===== src/fsip_pkg.sv =====
package fsip_pkg;
   // ----------------------------------------------------------------
   // Register map (byte addresses)
   // ----------------------------------------------------------------
   localparam logic [7:0] ADDR_POWER_CONTROL = 8'h87;
   localparam logic [7:0] ADDR_PRIORITY_HIGH = 8'hB7;
   localparam logic [7:0] ADDR_ENABLE = 8'hA8;
   localparam logic [7:0] ADDR_PRIORITY_LOW = 8'hB8;
   localparam logic [7:0] ADDR_IRQ_STATUS = 8'hC0;
   localparam logic [7:0] ADDR_IRQ_MASK = 8'hC4;
   localparam logic [7:0] ADDR_CORE_STATUS = 8'hC8;
   localparam logic [7:0] ADDR_IN_SERVICE = 8'hCC;
   localparam logic [7:0] ADDR_COMPLETE = 8'hD0;
   localparam logic [7:0] ADDR_SOURCE_FLAGS = 8'hD4;
   // ----------------------------------------------------------------
   // Fields and reset values
   // ----------------------------------------------------------------
   localparam int NUM_SOURCES = 5;
   localparam int GLOBAL_ENABLE_BIT = 7;
   localparam int IDLE_BIT = 0;
   localparam logic [7:0] ENABLE_WRITE_MASK = 8'h9F;
   localparam logic [7:0] PRIORITY_WRITE_MASK = 8'h1F;
   localparam logic [7:0] ENABLE_RESET = 8'h00;
   localparam logic [7:0] PRIORITY_RESET = 8'h00;
   localparam logic [2:0] NO_SOURCE = 3'h7;
   // Event status bits: 0 taken, 1 preempt, 2 idle wake
   localparam int NUM_EVENTS = 3;
   localparam int EVT_TAKEN = 0;
   localparam int EVT_NEST = 1;
   localparam int EVT_WAKE = 2;
   localparam logic [1:0] AXI_OKAY = 2'h0;
   localparam logic [1:0] AXI_SLVERR = 2'h2;
endpackage : fsip_pkg

===== src/fsip_irq_unit.sv =====
// Design decision made here: the AXI4-Lite interface to the registers.
`timescale 1ns/100ps
`default_nettype none
module fsip_irq_unit
#(
   parameter int ADDR_W = 8
)
(
   input wire logic aclk,
   input wire logic aresetn,
   input wire logic clk_en,
   input wire logic ext_irq_pin_0,
   input wire logic ext_irq_pin_1,
   input wire logic timer0_overflow,
   input wire logic timer1_overflow,
   input wire logic tx_done_flag,
   input wire logic rx_done_flag,
   input wire logic core_ack,
   input wire logic core_reti,
   output logic irq_request,
   output logic [2:0] irq_vector,
   output logic idle_mode,
   output logic irq,
   input wire logic [ADDR_W-1:0] s_axi_awaddr,
   input wire logic s_axi_awvalid,
   output logic s_axi_awready,
   input wire logic [31:0] s_axi_wdata,
   input wire logic [3:0] s_axi_wstrb,
   input wire logic s_axi_wvalid,
   output logic s_axi_wready,
   output logic [1:0] s_axi_bresp,
   output logic s_axi_bvalid,
   input wire logic s_axi_bready,
   input wire logic [ADDR_W-1:0] s_axi_araddr,
   input wire logic s_axi_arvalid,
   output logic s_axi_arready,
   output logic [31:0] s_axi_rdata,
   output logic [1:0] s_axi_rresp,
   output logic s_axi_rvalid,
   input wire logic s_axi_rready
);
   import fsip_pkg::*;

   // ----------------------------------------------------------------
   // Types and functions
   // ----------------------------------------------------------------
   typedef enum logic [1:0]
   {
      ST_RUN = 2'b00,
      ST_OFFER = 2'b01
   } fsip_state_t;

   // Level of one source from its two priority bits
   function automatic logic [1:0] fsip_level(input logic hi, input logic lo);
      fsip_level = {hi, lo};
   endfunction : fsip_level

   // Highest active level in a 4-bit level set, or -1 encoded as valid=0
   function automatic logic [2:0] fsip_top_level(input logic [3:0] set);
      fsip_top_level = 3'h0;
      for (int l = 0; l < 4; l++)
      begin
         if (set[l])
         begin
            fsip_top_level = {1'b1, 2'(l)};
         end
      end
   endfunction : fsip_top_level

   // ----------------------------------------------------------------
   // Pin synchronisers
   // ----------------------------------------------------------------
   logic [1:0] ext_meta;
   logic [1:0] ext_sync;

   always_ff @(posedge aclk)
   begin
      if (!aresetn)
      begin
         ext_meta <= 2'h0;
         ext_sync <= 2'h0;
      end
      else if (clk_en)
      begin
         ext_meta <= {ext_irq_pin_1, ext_irq_pin_0};
         ext_sync <= ext_meta;
      end
   end

   // ----------------------------------------------------------------
   // Registers
   // ----------------------------------------------------------------
   logic [7:0] interrupt_enable;
   logic [7:0] priority_low_reg;
   logic [7:0] priority_high_reg;
   logic [7:0] power_control_reg;
   logic [NUM_EVENTS-1:0] irq_status;
   logic [NUM_EVENTS-1:0] irq_mask;
   logic [3:0] in_service;
   logic [2:0] active_src;
   fsip_state_t state;

   logic [NUM_SOURCES-1:0] src_flag;
   logic [NUM_SOURCES-1:0] src_pending;
   logic [1:0] src_level [NUM_SOURCES];
   logic [2:0] win_src;
   logic [1:0] win_level;
   logic win_valid;
   logic [2:0] run_top;
   logic preempt_ok;
   logic take;

   // Polling order follows bit order: ext0, timer0, ext1, timer1, serial
   assign src_flag = {tx_done_flag | rx_done_flag, timer1_overflow, ext_sync[1],
                      timer0_overflow, ext_sync[0]};

   always_comb
   begin
      win_src = NO_SOURCE;
      win_level = 2'h0;
      win_valid = 1'b0;
      for (int s = NUM_SOURCES - 1; s >= 0; s--)
      begin
         src_level[s] = fsip_level(priority_high_reg[s], priority_low_reg[s]);
         src_pending[s] = src_flag[s] & interrupt_enable[s]
                          & interrupt_enable[GLOBAL_ENABLE_BIT];
      end
      // Scanning down with >= lets the earliest polled source win a tie
      for (int s = NUM_SOURCES - 1; s >= 0; s--)
      begin
         if (src_pending[s] && (!win_valid || src_level[s] >= win_level))
         begin
            win_src = 3'(s);
            win_level = src_level[s];
            win_valid = 1'b1;
         end
      end
   end

   assign run_top = fsip_top_level(in_service);
   // Level 3 can never satisfy the strict compare, so it runs to completion
   assign preempt_ok = !run_top[2] || (win_level > run_top[1:0]);
   assign take = (state == ST_OFFER) && core_ack;

   // ----------------------------------------------------------------
   // AXI4-Lite slave
   // ----------------------------------------------------------------
   logic [ADDR_W-1:0] aw_addr;
   logic aw_held;
   logic [31:0] w_data;
   logic [3:0] w_strb;
   logic w_held;
   logic wr_fire;
   logic wr_hit;
   logic [7:0] wbyte;

   assign wr_fire = aw_held && w_held && !s_axi_bvalid;
   assign wbyte = w_data[7:0];

   always_ff @(posedge aclk)
   begin
      if (!aresetn)
      begin
         aw_held <= 1'b0;
         w_held <= 1'b0;
         aw_addr <= '0;
         w_data <= 32'h0000_0000;
         w_strb <= 4'h0;
         s_axi_awready <= 1'b0;
         s_axi_wready <= 1'b0;
         s_axi_bvalid <= 1'b0;
         s_axi_bresp <= AXI_OKAY;
      end
      else if (clk_en)
      begin
         s_axi_awready <= !aw_held && !s_axi_awready;
         s_axi_wready <= !w_held && !s_axi_wready;
         if (s_axi_awvalid && s_axi_awready)
         begin
            aw_held <= 1'b1;
            aw_addr <= s_axi_awaddr;
            s_axi_awready <= 1'b0;
         end
         if (s_axi_wvalid && s_axi_wready)
         begin
            w_held <= 1'b1;
            w_data <= s_axi_wdata;
            w_strb <= s_axi_wstrb;
            s_axi_wready <= 1'b0;
         end
         if (wr_fire)
         begin
            aw_held <= 1'b0;
            w_held <= 1'b0;
            s_axi_bvalid <= 1'b1;
            s_axi_bresp <= wr_hit ? AXI_OKAY : AXI_SLVERR;
         end
         else if (s_axi_bvalid && s_axi_bready)
         begin
            s_axi_bvalid <= 1'b0;
         end
      end
   end

   always_comb
   begin
      unique case (aw_addr[7:0])
         ADDR_ENABLE, ADDR_PRIORITY_LOW, ADDR_PRIORITY_HIGH, ADDR_POWER_CONTROL,
         ADDR_IRQ_STATUS, ADDR_IRQ_MASK, ADDR_COMPLETE, ADDR_CORE_STATUS,
         ADDR_IN_SERVICE, ADDR_SOURCE_FLAGS: wr_hit = 1'b1;
         default: wr_hit = 1'b0;
      endcase
   end

   // Byte lane 0 carries the whole register; a single-bit update is a byte
   // write with only that bit changed, since AXI has no finer strobe
   always_ff @(posedge aclk)
   begin
      if (!aresetn)
      begin
         interrupt_enable <= ENABLE_RESET;
         priority_low_reg <= PRIORITY_RESET;
         priority_high_reg <= PRIORITY_RESET;
         irq_mask <= '0;
      end
      else if (clk_en && wr_fire && w_strb[0])
      begin
         unique case (aw_addr[7:0])
            ADDR_ENABLE: interrupt_enable <= wbyte & ENABLE_WRITE_MASK;
            ADDR_PRIORITY_LOW: priority_low_reg <= wbyte & PRIORITY_WRITE_MASK;
            ADDR_PRIORITY_HIGH: priority_high_reg <= wbyte & PRIORITY_WRITE_MASK;
            ADDR_IRQ_MASK: irq_mask <= wbyte[NUM_EVENTS-1:0];
            default: ;
         endcase
      end
   end

   // ----------------------------------------------------------------
   // Idle mode
   // ----------------------------------------------------------------
   logic idle_set;
   assign idle_set = clk_en && wr_fire && w_strb[0] && (aw_addr[7:0] == ADDR_POWER_CONTROL);

   always_ff @(posedge aclk)
   begin
      if (!aresetn)
      begin
         power_control_reg <= 8'h00;
      end
      else if (clk_en)
      begin
         if (take)
         begin
            power_control_reg[IDLE_BIT] <= 1'b0;
         end
         else if (idle_set)
         begin
            power_control_reg[IDLE_BIT] <= wbyte[IDLE_BIT];
         end
      end
   end

   // ----------------------------------------------------------------
   // Offer to core and nesting
   // ----------------------------------------------------------------
   always_ff @(posedge aclk)
   begin
      if (!aresetn)
      begin
         state <= ST_RUN;
         irq_request <= 1'b0;
         irq_vector <= NO_SOURCE;
         active_src <= NO_SOURCE;
      end
      else if (clk_en)
      begin
         unique case (state)
            ST_RUN:
            begin
               if (win_valid && preempt_ok)
               begin
                  state <= ST_OFFER;
                  irq_request <= 1'b1;
                  irq_vector <= win_src;
               end
            end
            ST_OFFER:
            begin
               // Withdraw if the request vanished before the core took it
               if (core_ack)
               begin
                  state <= ST_RUN;
                  irq_request <= 1'b0;
                  active_src <= irq_vector;
               end
               else if (!(win_valid && preempt_ok))
               begin
                  state <= ST_RUN;
                  irq_request <= 1'b0;
               end
               else
               begin
                  irq_vector <= win_src;
               end
            end
            default:
            begin
               state <= ST_RUN;
               irq_request <= 1'b0;
            end
         endcase
      end
   end

   // One bit per level; return clears the highest running level
   always_ff @(posedge aclk)
   begin
      if (!aresetn)
      begin
         in_service <= 4'h0;
      end
      else if (clk_en)
      begin
         logic [3:0] next_in_service;
         next_in_service = in_service;
         if (core_reti && run_top[2])
         begin
            next_in_service[run_top[1:0]] = 1'b0;
         end
         if (take)
         begin
            next_in_service[src_level[irq_vector]] = 1'b1;
         end
         in_service <= next_in_service;
      end
   end

   // ----------------------------------------------------------------
   // Interrupt status
   // ----------------------------------------------------------------
   logic [NUM_EVENTS-1:0] evt;
   logic [NUM_EVENTS-1:0] st_clear;
   assign evt[EVT_TAKEN] = take;
   assign evt[EVT_NEST] = take && run_top[2];
   assign evt[EVT_WAKE] = take && power_control_reg[IDLE_BIT];
   assign st_clear = (wr_fire && w_strb[0] && aw_addr[7:0] == ADDR_IRQ_STATUS)
                     ? wbyte[NUM_EVENTS-1:0] : '0;

   always_ff @(posedge aclk)
   begin
      if (!aresetn)
      begin
         irq_status <= '0;
         irq <= 1'b0;
         idle_mode <= 1'b0;
      end
      else if (clk_en)
      begin
         // A new event wins over a simultaneous clear
         irq_status <= (irq_status & ~st_clear) | evt;
         irq <= |(((irq_status & ~st_clear) | evt) & irq_mask);
         idle_mode <= take ? 1'b0 : (idle_set ? wbyte[IDLE_BIT] : power_control_reg[IDLE_BIT]);
      end
   end

   // ----------------------------------------------------------------
   // Read channel
   // ----------------------------------------------------------------
   logic [7:0] rd_byte;
   logic rd_hit;

   always_comb
   begin
      rd_hit = 1'b1;
      unique case (s_axi_araddr[7:0])
         ADDR_ENABLE: rd_byte = interrupt_enable;
         ADDR_PRIORITY_LOW: rd_byte = priority_low_reg;
         ADDR_PRIORITY_HIGH: rd_byte = priority_high_reg;
         ADDR_POWER_CONTROL: rd_byte = power_control_reg;
         ADDR_IRQ_STATUS: rd_byte = {5'h00, irq_status};
         ADDR_IRQ_MASK: rd_byte = {5'h00, irq_mask};
         ADDR_CORE_STATUS: rd_byte = {irq_request, 1'b0, 1'b0, win_valid, 1'b0, irq_vector};
         ADDR_IN_SERVICE: rd_byte = {1'b0, active_src, in_service};
         ADDR_SOURCE_FLAGS: rd_byte = {3'h0, src_pending};
         default:
         begin
            rd_byte = 8'h00;
            rd_hit = 1'b0;
         end
      endcase
   end

   always_ff @(posedge aclk)
   begin
      if (!aresetn)
      begin
         s_axi_arready <= 1'b0;
         s_axi_rvalid <= 1'b0;
         s_axi_rdata <= 32'h0000_0000;
         s_axi_rresp <= AXI_OKAY;
      end
      else if (clk_en)
      begin
         s_axi_arready <= !s_axi_rvalid && !s_axi_arready;
         if (s_axi_arvalid && s_axi_arready)
         begin
            s_axi_arready <= 1'b0;
            s_axi_rvalid <= 1'b1;
            s_axi_rdata <= {24'h000000, rd_byte};
            s_axi_rresp <= rd_hit ? AXI_OKAY : AXI_SLVERR;
         end
         else if (s_axi_rvalid && s_axi_rready)
         begin
            s_axi_rvalid <= 1'b0;
         end
      end
   end
endmodule : fsip_irq_unit
`default_nettype wire


===== config.mk =====
export PLATFORM = sky130hd
export DESIGN_NAME = fsip_irq_unit
export DESIGN_NICKNAME = d
export VERILOG_FILES = /design/src/fsip_pkg.sv /design/src/fsip_irq_unit.sv
export SDC_FILE = /design/constraint.sdc
export NUM_CORES = 1
export LEC_CHECK = 0
export ABC_CLOCK_PERIOD_IN_PS = 7800
export BUFFER_PORTS_ARGS = -buffer_cell sky130_fd_sc_hd__buf_4
export CELL_PAD_IN_SITES_DETAIL_PLACEMENT = 1
export CELL_PAD_IN_SITES_GLOBAL_PLACEMENT = 1
export CORE_UTILIZATION = 38
export DETAILED_ROUTE_END_ITERATION = 10
export PLACE_DENSITY = 0.8
export SLEW_MARGIN = 10
export SYNTH_ARGS = -nofsm -noshare
export SYNTH_HDL_FRONTEND = slang
export SYNTH_SLANG_ARGS = --single-unit

===== constraint.sdc =====
create_clock -name aclk -period 7.8 [get_ports aclk]
set_input_delay 0.39 -clock aclk [delete_from_list [all_inputs] [get_ports aclk]]
set_output_delay 0.39 -clock aclk [all_outputs]
set_load 0.01 [all_outputs]

==> impl_metrics.yaml <==
floorplanning:
  die_y_um: 108
  die_area_sq_um: 11600
  design.core.area_sq_um: 10800
  die_width_um: 108
  initial_core_util_pct: 39.0
  core.rowCount: 38
  io_pins: 115
power:
  netSwitchingFraction_pct: 26.1
  clkPwrFrac_pct: 40.9
  cellInternalPower_w: 0.000547
  power.density_cell_area_nw_per_um2: 153
  power_switching_w: 0.000193
  power.combinational.fraction_pct: 8.5
  peakVddDrop_mv: 0.111
  seqPwrFrac_pct: 50.6
  leakagePower_nw: 1.87
worst_setup_path:
  timing.critical_path.from_type: "flop"
  critical_path.max_fanout: 5
  worst_ep_required_time_ns: 8.06
  crit_path_max_incr_delay_ns: 0.46
  type_of_the_setup_path_with_the_least_slack: "reg -> reg"
  first_element_of_the_critical_path: "interrupt_enable[4]"
  reg2reg_start: "interrupt_enable[4]"
  setup.worst_path.end_class: "flop"
  critical_path.n_buffers_inverters: 0
  cp_common_cell: "sky130_fd_sc_hd__ha_1"
  worst_path_dominant_cell_family: "compound AO/OA/AOI/OAI gates"
  worst_path_max_delay_cell: "sky130_fd_sc_hd__dfxtp_1"
  critical_path_arrival_ns: 7.29
clock_tree:
  clk_transition_reported_paths_ns: 0.08
  clock_latency_ns: 0.36
  cts-buffers-inserted: 9
  holdBufCountCts: 0
  tritoncts: "yes"
  clk_root_buffer_cell: "sky130_fd_sc_hd__clkbuf_8"
  cts-root-to-sink-buffers: 2
  cts-htree-levels: 3
  tritoncts_num_sinks: 71
  postCtsResizedCells: 0
  cts_setup_buffers: 0
cells_and_area:
  layout-drive-gt1-share_pct: 16.6
  finish.net_count: 614
  synthesis_to_finish_area_growth_pct: 14.6
  final_area_sq_um: 4850
  largestRegisters: "aw_addr x8, s_axi_rdata x8"
  num_antenna_cells: 0
global_route:
  number_of_global_route_vias_before_repair: 3857
  wire_length_of_the_first_global_routing_pass_mm: 19.5
  grt_antenna_before_repair: 0
  gr-total-overflow: 0
  grt_max_degree: 75
  grt_use_total_pct: 22.0
route:
  drt_iter0_drc: 190
  wirelength_met1_mm: 5.47
  vias: 3771
  route.top_layer_used: "met4"
  via_density_per_instance: 5.54
  routed_wire_length_mm: 12.0
  drt_first_pass_iters: 4
  wl_per_cell_um: 17.7
  met3_length_um: 554
  drt.antenna.violating_nets: 0
  drcViolationCount: 0
  met2WireLength_mm: 5.69
logic_synthesis:
  synthesis.area_per_instance_sq_um: 8.60
  synth_top_cells_by_count: "71 x sky130_fd_sc_hd__dfxtp_1, 52 x sky130_fd_sc_hd__nand2_1, 45 x sky130_fd_sc_hd__nor2b_1"
  synth-seq-area-share_pct: 33.6
  synth_enable_flop_cells: 0
  yosys.cell_count.top_type: "sky130_fd_sc_hd__dfxtp_1"
  ys_top_cells_by_area: "sky130_fd_sc_hd__dfxtp_1 34%, sky130_fd_sc_hd__mux2i_1 8.3%, sky130_fd_sc_hd__nor2b_1 6.7%, sky130_fd_sc_hd__buf_4 4.8%, sky130_fd_sc_hd__nand2_1 4.6%"
  synth_area_leader_cell: "sky130_fd_sc_hd__dfxtp_1"
  post_synth_instance_area_sq_um: 4230
  synthFlopType: "sky130_fd_sc_hd__dfxtp_1"
  synth-async-reset-ratio_pct: 0
  ys_ff_latch: 71
  synth_top_cell_area_share_pct: 33.6
  synthesized_instance_count: 492
  number_of_distinct_library_cells_after_synthesis: 62
  yosys_warnings: 0
timing:
  relSlewSlack_pct: 57.4
  timing.clock.skew_ns: 0.00873
  finalCritPeriodShare_pct: 90.2
  fin_worst_hold_slack_ns: 0.282
  setup-violations-final: 0
  hold_violations: 0
  timing.final.max_slew_violations: 0
  achievable-frequency_mhz: 142
  timing.final.crit_period_ns: 7.03
  worst_pin_slew_ns: 0.639
  setup_tns_ns: 0
  rsz0062_at_grt: "no"
job:
  timing.max_cap.violations: 0
placed_design:
  place.detailed.hpwl_mm: 9.04
  placement.io_buffers: 59
  routability_congestion_estimate_from_global_placement: 0.898
  placedInstanceArea_sq_um: 4650
status:
  run_status: "finished clean"
hold_path:
  timing.hold.worst.start: "s_axi_wdata[1]"
  worst_hold_path_type: "in -> reg"
==> layer usage <==
layer / global-route usage [%] / vias to the layer above
met5: 0 / -
met4: 8.71 / 0
met3: 4.48 / 26
met2: 36.5 / 107
met1: 27.8 / 1825
li1: - / 1813
==> layout by cell type, fill, tap and decap left out, types with 10 or more instances in the layout <==
cell                       count
sky130_fd_sc_hd__nor2b_1      45
sky130_fd_sc_hd__conb_1       26
sky130_fd_sc_hd__mux2i_1      35
sky130_fd_sc_hd__nand3_1      34
sky130_fd_sc_hd__a21boi_0     14
sky130_fd_sc_hd__dfxtp_1      71
sky130_fd_sc_hd__buf_4        60
sky130_fd_sc_hd__inv_1        10
sky130_fd_sc_hd__nor2_1       20
sky130_fd_sc_hd__o21ai_0      17
sky130_fd_sc_hd__nand2_1      52
sky130_fd_sc_hd__ha_1         10
==> worst min-delay path, delay by kind of cell <==
family / cells / cell delay (ns)
buffers and inverters: 1 / 0.07
multiplexers: 1 / 0.05
AND/OR/NAND/NOR: 1 / 0.09
==> cell type report <==
cell class                 instances  area (sq um)
clock buffer                      10           128
clock inverter                     6          68.8
fill                            1309          5990
inverter                          10          37.5
multi-input combinational        384          2560
sequential                        71          1420
tap                              140           175
timing repair buffer              60           450
==> power groups by stage <==
stage	clock, W	sequential, W	combinational, W
floorplan	0	0.000381	0.0000457
global placement	0	0.000382	0.0000610
detailed placement	0	0.000383	0.0000632
CTS	0.000307	0.000374	0.0000633
global route	0.000324	0.000375	0.0000694
finish	0.000303	0.000374	0.0000628
==> per-stage QoR <==
step	setup WS (ns)	util [%]	std cells	total power, W
floorplan	1.59	-	517	0.000427
CTS	0.755	44.7	681	0.000745
global route	0.228	44.7	681	0.000768
detailed placement	0.671	42.9	665	0.000446
finish	0.766	44.7	681	0.000740
global placement	0.660	42.9	665	0.000443
==> kinds of logic (layout without fill, tap and decap cells) <==
kind of cell | count (synthesis) | after routing | share of synthesized area (%)
flops | 71 | 71 | 33.6
mux | 39 | 39 | 10.4
other cells | 1 | 26 | 0.0886
xor+xnor | 1 | 1 | 0.207
fa+ha+maj | 10 | 10 | 2.96
compound gates | 104 | 104 | 17.4
simple gates | 204 | 204 | 27.4
buf+inv | 62 | 86 | 7.99
==> worst paths after layout <==
path         cells past startpoint  slack (ns)             end
min                              3        0.28       w_data[1]
max reg2reg                     30        0.77   irq_vector[1]
max                             30        0.77   irq_vector[1]
min reg2reg                      2        0.47  s_axi_rdata[5]
Power figures use the tool's default switching activity.
